$ cat src/verilog/mau_pkg.sv
// Shared types and constants of the modulo address update block and its instruction feeder.
package mau_pkg;

   // Instruction kinds presented to the address core.
   typedef enum logic [3:0] {
      OP_NOP     = 4'h0,
      OP_WRITE   = 4'h1,
      OP_READ    = 4'h2,
      OP_ADDR    = 4'h3,
      OP_BF_SET  = 4'h4,
      OP_BF_CLR  = 4'h5,
      OP_BF_CHG  = 4'h6,
      OP_BF_TSTH = 4'h7,
      OP_BF_TSTL = 4'h8
   } mau_op_e;

   // Register selects; pointers and the stack pointer come first.
   typedef enum logic [2:0] {
      RG_FIRST    = 3'h0,
      RG_SECOND   = 3'h1,
      RG_THIRD    = 3'h2,
      RG_FOURTH   = 3'h3,
      RG_STACK    = 3'h4,
      RG_OFFSET   = 3'h5,
      RG_MODIFIER = 3'h6
   } mau_reg_e;

   // Addressing modes.
   typedef enum logic [2:0] {
      AM_NO_UPDATE    = 3'h0,
      AM_POST_INC     = 3'h1,
      AM_POST_DEC     = 3'h2,
      AM_POST_OFFSET  = 3'h3,
      AM_INDEX_OFFSET = 3'h4,
      AM_DISP         = 3'h5,
      AM_ABSOLUTE     = 3'h6
   } mau_mode_e;

   localparam int          NUM_REGS      = 7;
   localparam logic [15:0] PTR_RST       = 16'h0000;
   localparam logic [15:0] MOD_LINEAR    = 16'hFFFF;
   localparam int          MOD_SECOND_BIT = 15;
   localparam int          MOD_VAL_W     = 14;
   localparam logic [15:0] STEP_INC      = 16'h0001;
   localparam logic [15:0] STEP_DEC      = 16'hFFFF;

   localparam logic [NUM_REGS-1:0][15:0] REGS_RST =
      {MOD_LINEAR, PTR_RST, PTR_RST, PTR_RST, PTR_RST, PTR_RST, PTR_RST};

   // Feeder register map on APB, byte addresses.
   localparam logic [11:0] OFF_CMD    = 12'h000;
   localparam logic [11:0] OFF_DATA   = 12'h004;
   localparam logic [11:0] OFF_STATUS = 12'h008;
   localparam logic [11:0] OFF_ADDR   = 12'h00C;
   localparam logic [11:0] OFF_RDATA  = 12'h010;
   localparam logic [11:0] OFF_STALLS = 12'h014;

   localparam int CMD_OP_LSB   = 0;
   localparam int CMD_SEL_LSB  = 4;
   localparam int CMD_MODE_LSB = 8;
   localparam int ST_BUSY_BIT  = 0;
   localparam int ST_TEST_BIT  = 1;

endpackage : mau_pkg

$ cat src/verilog/mau_ins_if.sv
// Instruction link between the feeder and the modulo address core.
`timescale 1ns/1ps
interface mau_ins_if;
   logic               valid;
   logic               ready;
   logic               stall;
   mau_pkg::mau_op_e   op;
   mau_pkg::mau_reg_e  sel;
   mau_pkg::mau_mode_e mode;
   logic [15:0]        data;
   logic [15:0]        addr;
   logic               addr_valid;
   logic [15:0]        rdata;
   logic               rdata_valid;
   logic               test;

   modport core (
      input  valid,
      input  op,
      input  sel,
      input  mode,
      input  data,
      output ready,
      output stall,
      output addr,
      output addr_valid,
      output rdata,
      output rdata_valid,
      output test
   );

   modport feeder (
      output valid,
      output op,
      output sel,
      output mode,
      output data,
      input  ready,
      input  stall,
      input  addr,
      input  addr_valid,
      input  rdata,
      input  rdata_valid,
      input  test
   );
endinterface : mau_ins_if

$ cat src/verilog/mau_addr_core.sv
// Modulo address update datapath with the offset write hazard stall.
//
// Notes on behaviour
// - Large offset multiple of block: linear jump.
// - Software loads that offset as positive value.
// - Pointer outside buffer still wraps by modulo.
// - Offset magnitude at most modifier plus one.
// - Lower bound is pointer with low bits cleared.
// - Linear math for third, fourth, absolute, no-update.
// - Offset write then offset use: one stall.
// - Stall also for stack and indexed offset.
// - Pointer, stack or modifier writes never stall.
// - Plain data reads create no extra cycle.
// - Displacement mode uses fresh value, no stall.
// - Bitfield writes to offset never stall.
// - Modifier is length minus one; top bit extends.
//
// Added by the designer: the register addresses and the APB interface to the registers.
`timescale 1ns/1ps
module mau_addr_core (
   input  logic        pclk,
   input  logic        presetn,
   mau_ins_if.core     ins,
   output logic [15:0] stack_ptr,
   output logic        modulo_on
);

   typedef struct packed {
      logic [mau_pkg::NUM_REGS-1:0][15:0] regs;
      logic                               pend_v;
      mau_pkg::mau_reg_e                  pend_reg;
      logic [15:0]                        pend_val;
      logic                               off_wr;
      logic [15:0]                        addr;
      logic                               addr_v;
      logic [15:0]                        rdata;
      logic                               rdata_v;
      logic                               test;
   } mau_core_s;

   localparam mau_core_s CORE_RST = '{regs:     mau_pkg::REGS_RST,
                                      pend_reg: mau_pkg::RG_FIRST,
                                      default:  '0};

   mau_core_s q;
   mau_core_s d;
   logic      uses_off;
   logic      hazard;
   logic      accept;

   // Single wrap detection: the offset is assumed to stay within one buffer length.
   function automatic logic [15:0] mau_mod_step(
      input logic [15:0] p,
      input logic [15:0] n,
      input logic [13:0] m
   );
      logic [15:0] mask;
      logic [15:0] lower;
      logic [17:0] sum;
      logic [17:0] upper;
      logic [17:0] span;
      logic [17:0] res;
      mask  = {2'h0, m};
      mask  = mask | (mask >> 1);
      mask  = mask | (mask >> 2);
      mask  = mask | (mask >> 4);
      mask  = mask | (mask >> 8);
      lower = p & ~mask;
      sum   = {2'h0, p} + {{2{n[15]}}, n};
      upper = {2'h0, lower} + {4'h0, m};
      span  = {4'h0, m} + 18'h00001;
      res   = sum;
      if (!n[15] && (n > {2'h0, m}) && ((n & mask) == 16'h0000)) begin
         res = sum;
      end else if ($signed(sum) > $signed(upper)) begin
         res = sum - span;
      end else if ($signed(sum) < $signed({2'h0, lower})) begin
         res = sum + span;
      end
      mau_mod_step = res[15:0];
   endfunction : mau_mod_step

   // The offset feeds the arithmetic in both post-update and indexed forms, for any base.
   assign uses_off = (ins.op == mau_pkg::OP_ADDR) &&
                     ((ins.mode == mau_pkg::AM_POST_OFFSET) ||
                      (ins.mode == mau_pkg::AM_INDEX_OFFSET));

   // The flag is only set by a plain offset write, so one refused cycle clears it.
   assign hazard = q.off_wr && uses_off;
   assign accept = ins.valid && !hazard;

   assign ins.ready       = !hazard;
   assign ins.stall       = ins.valid && hazard;
   assign ins.addr        = q.addr;
   assign ins.addr_valid  = q.addr_v;
   assign ins.rdata       = q.rdata;
   assign ins.rdata_valid = q.rdata_v;
   assign ins.test        = q.test;
   assign stack_ptr       = q.regs[mau_pkg::RG_STACK];
   assign modulo_on       = (q.regs[mau_pkg::RG_MODIFIER] != mau_pkg::MOD_LINEAR);

   always_comb begin
      logic [15:0] fwd;
      logic [15:0] base;
      logic [15:0] step;
      logic [15:0] newp;
      logic [15:0] modv;
      logic        modsel;
      logic        is_ptr;
      fwd    = 16'h0000;
      base   = 16'h0000;
      step   = 16'h0000;
      newp   = 16'h0000;
      modv   = q.regs[mau_pkg::RG_MODIFIER];
      modsel = 1'b0;
      is_ptr = (ins.sel <= mau_pkg::RG_STACK);

      d         = q;
      d.addr_v  = 1'b0;
      d.rdata_v = 1'b0;
      d.pend_v  = 1'b0;
      d.off_wr  = 1'b0;

      // A register write lands one cycle late; an address calculation in the next cycle sees the old value,
      // except a displacement base (forwarded) or an offset use after a plain offset write (stalled); the rest is left to software.
      if (q.pend_v) begin
         d.regs[q.pend_reg] = q.pend_val;
      end

      if (q.pend_v && (q.pend_reg == ins.sel)) begin
         fwd = q.pend_val;
      end else begin
         fwd = q.regs[ins.sel];
      end

      // Only the first pointer, or the second with the top modifier bit, wraps.
      modsel = (modv != mau_pkg::MOD_LINEAR) &&
               ((ins.sel == mau_pkg::RG_FIRST) ||
                ((ins.sel == mau_pkg::RG_SECOND) && modv[mau_pkg::MOD_SECOND_BIT]));

      if (ins.mode == mau_pkg::AM_DISP) begin
         base = fwd;
      end else begin
         base = q.regs[ins.sel];
      end

      unique case (ins.mode)
         mau_pkg::AM_POST_INC: begin
            step = mau_pkg::STEP_INC;
         end
         mau_pkg::AM_POST_DEC: begin
            step = mau_pkg::STEP_DEC;
         end
         mau_pkg::AM_POST_OFFSET,
         mau_pkg::AM_INDEX_OFFSET: begin
            step = q.regs[mau_pkg::RG_OFFSET];
         end
         mau_pkg::AM_DISP: begin
            step = ins.data;
         end
         default: begin
            step = 16'h0000;
         end
      endcase

      if (modsel) begin
         newp = mau_mod_step(base, step, modv[mau_pkg::MOD_VAL_W-1:0]);
      end else begin
         newp = base + step;
      end

      if (accept) begin
         unique case (ins.op)
            mau_pkg::OP_NOP: begin
            end
            mau_pkg::OP_WRITE: begin
               d.pend_v   = 1'b1;
               d.pend_reg = ins.sel;
               d.pend_val = ins.data;
               d.off_wr   = (ins.sel == mau_pkg::RG_OFFSET);
            end
            mau_pkg::OP_READ: begin
               d.rdata   = fwd;
               d.rdata_v = 1'b1;
            end
            mau_pkg::OP_BF_SET: begin
               d.pend_v   = 1'b1;
               d.pend_reg = ins.sel;
               d.pend_val = fwd | ins.data;
            end
            mau_pkg::OP_BF_CLR: begin
               d.pend_v   = 1'b1;
               d.pend_reg = ins.sel;
               d.pend_val = fwd & ~ins.data;
            end
            mau_pkg::OP_BF_CHG: begin
               d.pend_v   = 1'b1;
               d.pend_reg = ins.sel;
               d.pend_val = fwd ^ ins.data;
            end
            mau_pkg::OP_BF_TSTH: begin
               d.test = ((fwd & ins.data) == ins.data);
            end
            mau_pkg::OP_BF_TSTL: begin
               d.test = ((fwd & ins.data) == 16'h0000);
            end
            mau_pkg::OP_ADDR: begin
               d.addr_v = 1'b1;
               unique case (ins.mode)
                  mau_pkg::AM_NO_UPDATE: begin
                     d.addr = base;
                  end
                  mau_pkg::AM_POST_INC,
                  mau_pkg::AM_POST_DEC,
                  mau_pkg::AM_POST_OFFSET: begin
                     d.addr = base;
                     if (is_ptr) begin
                        d.regs[ins.sel] = newp;
                     end
                  end
                  mau_pkg::AM_INDEX_OFFSET,
                  mau_pkg::AM_DISP: begin
                     d.addr = newp;
                  end
                  mau_pkg::AM_ABSOLUTE: begin
                     d.addr = ins.data;
                  end
                  default: begin
                     d.addr_v = 1'b0;
                  end
               endcase
            end
            default: begin
            end
         endcase
      end
   end

   always_ff @(posedge pclk or negedge presetn) begin
      if (!presetn) begin
         q <= CORE_RST;
      end else begin
         q <= d;
      end
   end

endmodule : mau_addr_core

$ cat src/flat_wrapper.sv
// flat-port wrapper written by rule: the top's interface ports become plain ports
module mau_addr_core_flat 
  (pclk, presetn, stack_ptr, modulo_on, ins_valid, ins_op, ins_sel, ins_mode, ins_data, ins_ready, ins_stall, ins_addr, ins_addr_valid, ins_rdata, ins_rdata_valid, ins_test);
  mau_ins_if ins_i ();
  input  logic pclk;
  input  logic presetn;
  output logic [15:0] stack_ptr;
  output logic modulo_on;
  input wire logic [$bits(ins_i.valid)-1:0] ins_valid;
  input wire logic [$bits(ins_i.op)-1:0] ins_op;
  input wire logic [$bits(ins_i.sel)-1:0] ins_sel;
  input wire logic [$bits(ins_i.mode)-1:0] ins_mode;
  input wire logic [$bits(ins_i.data)-1:0] ins_data;
  output wire logic [$bits(ins_i.ready)-1:0] ins_ready;
  output wire logic [$bits(ins_i.stall)-1:0] ins_stall;
  output wire logic [$bits(ins_i.addr)-1:0] ins_addr;
  output wire logic [$bits(ins_i.addr_valid)-1:0] ins_addr_valid;
  output wire logic [$bits(ins_i.rdata)-1:0] ins_rdata;
  output wire logic [$bits(ins_i.rdata_valid)-1:0] ins_rdata_valid;
  output wire logic [$bits(ins_i.test)-1:0] ins_test;
  assign ins_i.valid = ins_valid;
  assign ins_i.op = ins_op;
  assign ins_i.sel = ins_sel;
  assign ins_i.mode = ins_mode;
  assign ins_i.data = ins_data;
  assign ins_ready = ins_i.ready;
  assign ins_stall = ins_i.stall;
  assign ins_addr = ins_i.addr;
  assign ins_addr_valid = ins_i.addr_valid;
  assign ins_rdata = ins_i.rdata;
  assign ins_rdata_valid = ins_i.rdata_valid;
  assign ins_test = ins_i.test;
  mau_addr_core u_core (.pclk(pclk), .presetn(presetn), .ins(ins_i), .stack_ptr(stack_ptr), .modulo_on(modulo_on));
endmodule
$ cat config.mk
export PLATFORM = sky130hd
export DESIGN_NAME = mau_addr_core_flat
export DESIGN_NICKNAME = d
export VERILOG_FILES = /design/src/verilog/mau_pkg.sv /design/src/verilog/mau_ins_if.sv /design/src/verilog/mau_addr_core.sv /design/src/flat_wrapper.sv
export SDC_FILE = /design/constraint.sdc
export NUM_CORES = 1
export LEC_CHECK = 0
export BUFFER_PORTS_ARGS = -buffer_cell sky130_fd_sc_hd__buf_2
export CAP_MARGIN = 25
export CORE_ASPECT_RATIO = 1.4
export CORE_UTILIZATION = 33
export DETAILED_ROUTE_END_ITERATION = 10
export SYNTH_ARGS = -nofsm -noshare
export SYNTH_HDL_FRONTEND = slang
export SYNTH_SLANG_ARGS = --single-unit
export TNS_END_PERCENT = 30
$ cat constraint.sdc
create_clock -name pclk -period 7.85 [get_ports pclk]
set_clock_uncertainty 0.2 [all_clocks]
set_input_delay 0.3925 -clock pclk [delete_from_list [all_inputs] [get_ports pclk]]
set_output_delay 0.3925 -clock pclk [all_outputs]
set_load 0.01 [all_outputs]
==> results of run 1 <==
==> state kept, by name (all words and copies together) (netlist names) <==
| name | count |
|---|---|
| u_core.ins.test | 1 |
| u_core.stack_ptr | 16 |
| u_core.ins.addr | 16 |
| u_core.ins.addr_valid | 1 |
| u_core.ins.rdata_valid | 1 |
| u_core.q | 117 |
| u_core.ins.rdata | 16 |
==> path summary, 6_finish.rpt <==
| path | startpoint | depth (start not counted) | endpoint |
|---|---|---|---|
| max | ins_sel[0] | 32 | u_core.ins.addr[6] |
| min | ins_valid | 3 | u_core.q[35] |
| max reg2reg | u_core.q[75] | 30 | u_core.ins.addr[6] |
| min reg2reg | u_core.ins.rdata[7] | 2 | u_core.ins.rdata[7] |
| max in group asynchronous | presetn | 4 | u_core.q[74] |
| min in group asynchronous | presetn | 2 | u_core.stack_ptr[3] |
==> Yosys cell counts (12+ instances only) <==
library cell  number
a221o_1           17
a21o_1            36
buf_2             22
o211a_1           12
nor2_1           136
clkbuf_1          80
o21ai_1           18
mux2_2            60
o221ai_1          16
a211oi_1          38
a21oi_1          121
nand2_1          141
nor4_1            13
ha_1             163
inv_1            107
o21bai_1          12
xnor2_1           37
nor3_1            24
a221oi_1          14
o21a_1            13
o22ai_1           29
a31oi_1           12
nor2b_1           41
buf_4             52
dfstp_2           16
nand2b_1          18
nand3_1           27
dfrtp_1          152
mux2i_1           78
o21ai_0          133
==> per-stage QoR <==
step                cell area (um2)  utilization, %  total power [mW]  setup slack (ns)
detailed placement            17100            36.3              3.68             0.108
CTS                           17700            37.6              4.57             0.532
floorplan                     15800               -              2.80             0.635
global placement              17100            36.2              3.65             0.287
finish                        17800            37.7              4.61             0.564
global route                  17800            37.7              4.88            0.0908
==> power by group through the flow <==
stage	Clock, mW	Sequential, mW	Combinational (mW)
finish	0.883	1.34	2.38
global route	0.928	1.36	2.59
CTS	0.894	1.33	2.35
detailed placement	0	1.35	2.33
global placement	0	1.34	2.31
floorplan	0	1.20	1.61
==> cell usage in the layout (no fill, tap or decap), types with 18 or more instances in the layout <==
| cell | netlist | routed |
|---|---|---|
| a21o_1 | 36 | 36 |
| buf_4 | 52 | 116 |
| inv_1 | 107 | 107 |
| dfrtp_1 | 152 | 152 |
| o21ai_0 | 133 | 133 |
| nand2b_1 | 18 | 18 |
| ha_1 | 163 | 163 |
| a211oi_1 | 38 | 38 |
| o21ai_1 | 18 | 18 |
| nor2b_1 | 41 | 41 |
| nor3_1 | 24 | 21 |
| nand2_1 | 141 | 141 |
| buf_2 | 22 | 81 |
| mux2_2 | 60 | 60 |
| a21oi_1 | 121 | 121 |
| mux2i_1 | 78 | 78 |
| nand3_1 | 27 | 27 |
| o22ai_1 | 29 | 29 |
| nor2_1 | 136 | 136 |
| xnor2_1 | 37 | 37 |
==> layer usage <==
metal / vias up / GRT usage, %
met5: - / 0
met4: 2 / 16.1
met3: 194 / 4.11
met2: 643 / 45.4
met1: 7307 / 30.3
li1: 6701 / -
==> cell type report <==
type	count	area (um2)	area share, %
inverter	108	405	2.28
clock buffer	21	450	2.53
clock inverter	10	144	0.809
antenna	3	7.51	0.0422
multi-input combinational	1391	10300	58.2
timing repair buffer	207	1430	8.03
sequential	168	4220	23.8
tap	624	781	4.39
==> worst max-delay path: cells and delay by family <==
| family | cells | cell delay (ns) |
|---|---|---|
| compound gates | 13 | 3.50 |
| buf+inv | 8 | 1.43 |
| simple gates | 7 | 0.73 |
| fa+ha+maj | 2 | 0.59 |
| mux | 1 | 0.59 |
| xor+xnor | 1 | 0.16 |
==> cell families (layout without fill, tap and decap cells) <==
kind of cell / count (synthesis) / in the layout
AO/OA/AOI/OAI: 548 / 548
XOR/XNOR: 48 / 48
adder cells (fa/ha/maj): 167 / 167
buffers and inverters: 273 / 346
flip-flops: 168 / 168
multiplexers: 151 / 151
other: 0 / 3
AND/OR/NAND/NOR: 477 / 477
==> timing repair <==
action | CTS | global route
endpoints found under the hold margin | 69 | 0
setup endpoints to repair | 0 | 5
hold buffers | 1 | 0
buffers inserted | 0 | 1
==> results.md, run 1 <==
- Most used cell, CP: o21ai_0
- Rel. slew slack: between 30% and 40%
- Via density: approximately 5.9
- Max Fclk: approximately 140 MHz
- Detailed Route Iter0 Violations: ~1100
- Global-route wire length before repair: 95300 um
- Unique masters post-synth: 102
- Synth Warn #: 0
- Post-Synth Adder-Cell Area: 13.4%
- Post-synth ARST share: 100%
- Synth Net Count: roughly 2000
- Sw Ratio: 44.3%
- Die Area: 48800 um2
- Setup TNS: 0 ns
- WL met1: around 25000 um
- Via count: 14800
- Status: finished clean
- Clk slew on worst S/H paths: approximately 0.070 ns
- HPWL after detailed placement: 50100 um
- Unrepaired setup endpoints after global routing: false
- Drt wl/cell: between 20 and 30 um
- Yosys reg bits: between 150 and 200
- Share of layout cells above drive strength 1: around a fifth
- Num rows: 94
- Crit path DAT: between 7 and 8 ns
- CP startpoint kind: input port
- Final Hold Vio Count: 0
- Reg power frac: 29.1%
- CP Class: in -> reg
- Fillers: between 4000 and 5000
- CTS resizes: 0
- Metal3 WL: between 4000 and 5000 um
- Yosys top cell by area: dfrtp_1
- Detailed Route WL: 63900 um
- Static leakage: a little over 8 nW
- Die X: 187 um
- H-tree levels: 4
- Ys flop type: dfrtp_1
- I/O Buffers: 82
- Mux share of post-synthesis cell area: around 11%
- Final GP Congestion: approximately 1
- EDFF count, synth: 0
- Gr usage total: a little over a quarter
- P_int: between 2 and 3 mW
- Fin nets: 2089
- Placed insts: 2494
- Sequential area share after synthesis: 26.7%
- Synth top area share: 24.1%
- Worst EP required: roughly 8 ns
- Worst R2R Setup Slack: a little under 0.6 ns
- Finish-stage setup viols: 0
- Number of global-route vias before repair: between 10000 and 15000
- Largest net degree at the start of global routing: 71
- Initial cell density of the core: 33.5%
- Hold crit path type: in -> reg
- Core area: roughly 47000 um2
- Mapped Cells: ~1800
- GRT overflow: 0
- Element type at the critical path end: flop
- Clk pwr share: between 10% and 20%
- Maximum clock path buffer count: 2
- Clock Latency Late Sink: around 0.45 ns
- Least-Margin Pin Slew: approximately 0.90 ns
- Xor/xnor share of the synthesized area: under 10%
- Final Non-Filler Cells: about 2500
- Synthesis-to-layout area growth: 12.5%
- Compound-Gate Fraction of Synth Area: approximately a quarter
- First-pass detailed-route iteration total: 5
- Critical path peak fanout: 12
- Simple-Gate Fraction of Synth Area: between 10% and 20%
- Comb power frac: 51.7%
- # clock sinks: approximately 170
- Final ANT Viol Nets: 0
- Period utilisation layout: 92.8%
- Max-slew violation count: 0
- Fin crit period: ~7.3 ns
- TritonCTS Buffers: 17
- Initial antenna violation count: 1
- Net Sw Power: approximately 2.0 mW
- PD cells: roughly 260 nW/um2
- VDD IR max: around 0.16 mV
- Slowest library cell on the worst path: mux4_2
- Syn Std Cell Area: 15800 um2
- Max-Cap Viols: 0
- Syn Area/Cell: roughly 8.6 um2
- Drt drc: 0
- Top Ports: 83
- WHS: roughly 0.096 ns
- Met2 wire length: between 30000 and 40000 um
- Highest metal used: met5
- Critical path's largest stage delay: ~0.59 ns
- Largest family of logic cells by synthesized area: compound AO/OA/AOI/OAI gates
- Die height: approximately 260 um
- Clk root buf: clkbuf_16
- Area contributors post-synth: dfrtp_1, ha_1, mux2i_1, mux2_2, o21ai_0
- CTS tree: done
(Power assumes the default switching activity.)
==> run 2, diff against run 1 <==
--- a/config.mk
+++ b/config.mk
@@ -8,8 +8,9 @@
 export BUFFER_PORTS_ARGS = -buffer_cell sky130_fd_sc_hd__buf_2
 export CAP_MARGIN = 25
 export CORE_ASPECT_RATIO = 1.4
-export CORE_UTILIZATION = 33
+export CORE_UTILIZATION = 55
 export DETAILED_ROUTE_END_ITERATION = 10
+export PLACE_DENSITY = 0.73
 export SYNTH_ARGS = -nofsm -noshare
 export SYNTH_HDL_FRONTEND = slang
 export SYNTH_SLANG_ARGS = --single-unit
==> results.md, run 2 (same netlist as run 1, synthesis figures left out) <==
- Synthesis-to-layout area growth: 8.09%
- Finish-stage setup viols: 0 (unchanged)
- Design area: 17100 um2 (-3.9%)
- Die X: 145 um (-22%)
- Via density: 6.60 (+13%)
- Drt wl/cell: 25.2 um (-0.21%)
- Least-Margin Pin Slew: 1.04 ns (+0.135 ns)
- Static leakage: 7.97 nW (-2.8%)
- Drt drc: 0 (unchanged)
- Cell Area, Placed: 16400 um2 (-4.1%)
- Final ANT Viol Nets: 0 (unchanged)
- Min-delay src: ins_valid
- Critical path peak fanout: 22 (+10)
- Element type at the critical path end: flop
- # clock sinks: 168 (unchanged)
- Fin nets: 2042 (-2.2%)
- Hold crit path type: in -> reg
- Largest register by flop count: u_core.q
- CTS tree: done
- Die Area: 29400 um2 (-40%)
- Global-route wire length before repair: 84500 um (-11%)
- RR Startpoint: u_core.q[54]
- Placed insts: 2196 (-12%)
- Gr usage total: 37.9% (+12 points)
- Status: finished clean
- Flip-flop count of the largest register after layout: 117 (unchanged)
- Max Fclk: 136 MHz (-0.60%)
- Clk slew on worst S/H paths: 0.07 ns (about the same)
- CTS resizes: 0 (unchanged)
- Clk root buf: clkbuf_16
- CP Class: reg -> reg
- Slowest library cell on the worst path: dfrtp_1
- Unrepaired setup endpoints after global routing: false
- Setup TNS: 0 ns (unchanged)
- Final Hold Vio Count: 0 (unchanged)
- VDD IR max: 0.201 mV (+28%)
- Largest net degree at the start of global routing: 113 (+59%)
- Commonest non-fill, non-tap cell in the layout: ha_1
- Maximum clock path buffer count: 2 (unchanged)
- Critical Path Start: u_core.q[54]
- Final Non-Filler Cells: 2235 (-12%)
- Detailed Route WL: 56300 um (-12%)
- Num rows: 73 (-22%)
- Period utilisation layout: 93.4% (+0.56 points)
- Via count: 14800 (-0.62%)
- Worst EP required: 7.95 ns (-0.04 ns)
- Max-Cap Viols: 0 (unchanged)
- Clock Latency Late Sink: 0.45 ns (about the same)
- GRT overflow: 0 (unchanged)
- Number of global-route vias before repair: 13800 (-5.2%)
- CP startpoint kind: flop
- Design Power: 4.35 mW (-5.7%)
- I/O Buffers: 82 (unchanged)
- Die height: 203 um (-22%)
- Most frequent cells in the layout: ha_1, dfrtp_1, nand2_1, nor2_1, o21ai_0
- H-tree levels: 4 (unchanged)
- Final GP Congestion: 1.00 (-0.31%)
- Share of layout cells above drive strength 1: 17.8% (-1.8 points)
- Initial cell density of the core: 55.9% (+22 points)
- Critical path's largest stage delay: 0.52 ns (-0.07 ns)
- Crit path DAT: 7.43 ns (about the same)
- Max-slew violation count: 0 (unchanged)
- TritonCTS Buffers: 17 (unchanged)
- Fin crit period: 7.33 ns (+0.0440 ns)
- Detailed Route Iter0 Violations: 1550 (+36%)
- HPWL after detailed placement: 42400 um (-15%)
- Most used cell, CP: o21ai_0
- PD cells: 254 nW/um2 (-1.9%)
- Initial antenna violation count: 1 (unchanged)
- First-pass detailed-route iteration total: 6 (+1)
- Top Ports: 83 (unchanged)
- WHS: 0.0814 ns (-0.0148 ns)
- Core area: 28300 um2 (-40%)
- Rel. slew slack: 30.2% (-8.0 points)
==> run 2: changes by cell type in the layout (fill, tap and decap cells not counted), sizes merged, moves of 3 or more <==
| cell | delta |
|---|---|
| clkbuf | -4 |
| inv | +4 |
| clkinv | +6 |
| bufinv | -3 |
| buf | -47 |
==> run 2: cell type report <==
class / count / area [um2]
tap: 375 / 469
inverter: 108 / 405
multi-input combinational: 1391 / 10300
clock inverter: 15 / 151
fill: 2475 / 11200
timing repair buffer: 160 / 1070
clock buffer: 17 / 425
sequential: 168 / 4220
antenna: 1 / 2.50
==> run 2: where the power goes <==
group,total (mW),switching (mW),internal (mW)
logic,2.20,1.33,0.867
clock network,0.837,0.415,0.423
registers,1.31,0.223,1.09
==> run 2: timing repair <==
item / in CTS / in global routing
setup buffers: 0 / 0
endpoints found under the hold margin: 98 / 0
hold buffers: 1 / 0
==> run 2: worst max-delay path: cells and delay by family, from the launching register on <==
kind / cells / cell delay [ns]
xor gates and xnor gates: 1 / 0.27
adders and majority gates: 2 / 0.48
and+or+nand+nor: 11 / 2.28
DFF: 1 / 0.52
buffers and inverters: 3 / 0.45
AOI/OAI and AO/OA: 14 / 2.95
==> run 2: final timing paths <==
check | end | slack [ns] | cells after the start
max in group asynchronous | u_core.ins.addr[2] | 5.80 | 4
min in group asynchronous | u_core.ins.rdata[6] | 0.12 | 2
setup / recovery | u_core.q[80] | 0.52 | 31
hold reg to reg | u_core.ins.rdata[0] | 0.27 | 2
hold / removal | u_core.q[35] | 0.08 | 3
setup reg to reg | u_core.q[80] | 0.52 | 31
==> run 2: stage by stage <==
step | util, % | setup slack (ns)
after floorplan | - | 0.635
after global placement | 57.9 | 0.392
after detailed placement | 58.0 | 0.306
after CTS | 60.1 | 0.621
after global routing | 60.4 | 0.0135
final | 60.4 | 0.520
==> run 2: layer usage <==
| metal | GRT usage (%) | wire length [um] |
|---|---|---|
| met1 | 48.1 | 21900 |
| met2 | 60.0 | 25200 |
| met3 | 6.63 | 5020 |
| met4 | 23.9 | 4110 |
| met5 | 0 | 0 |
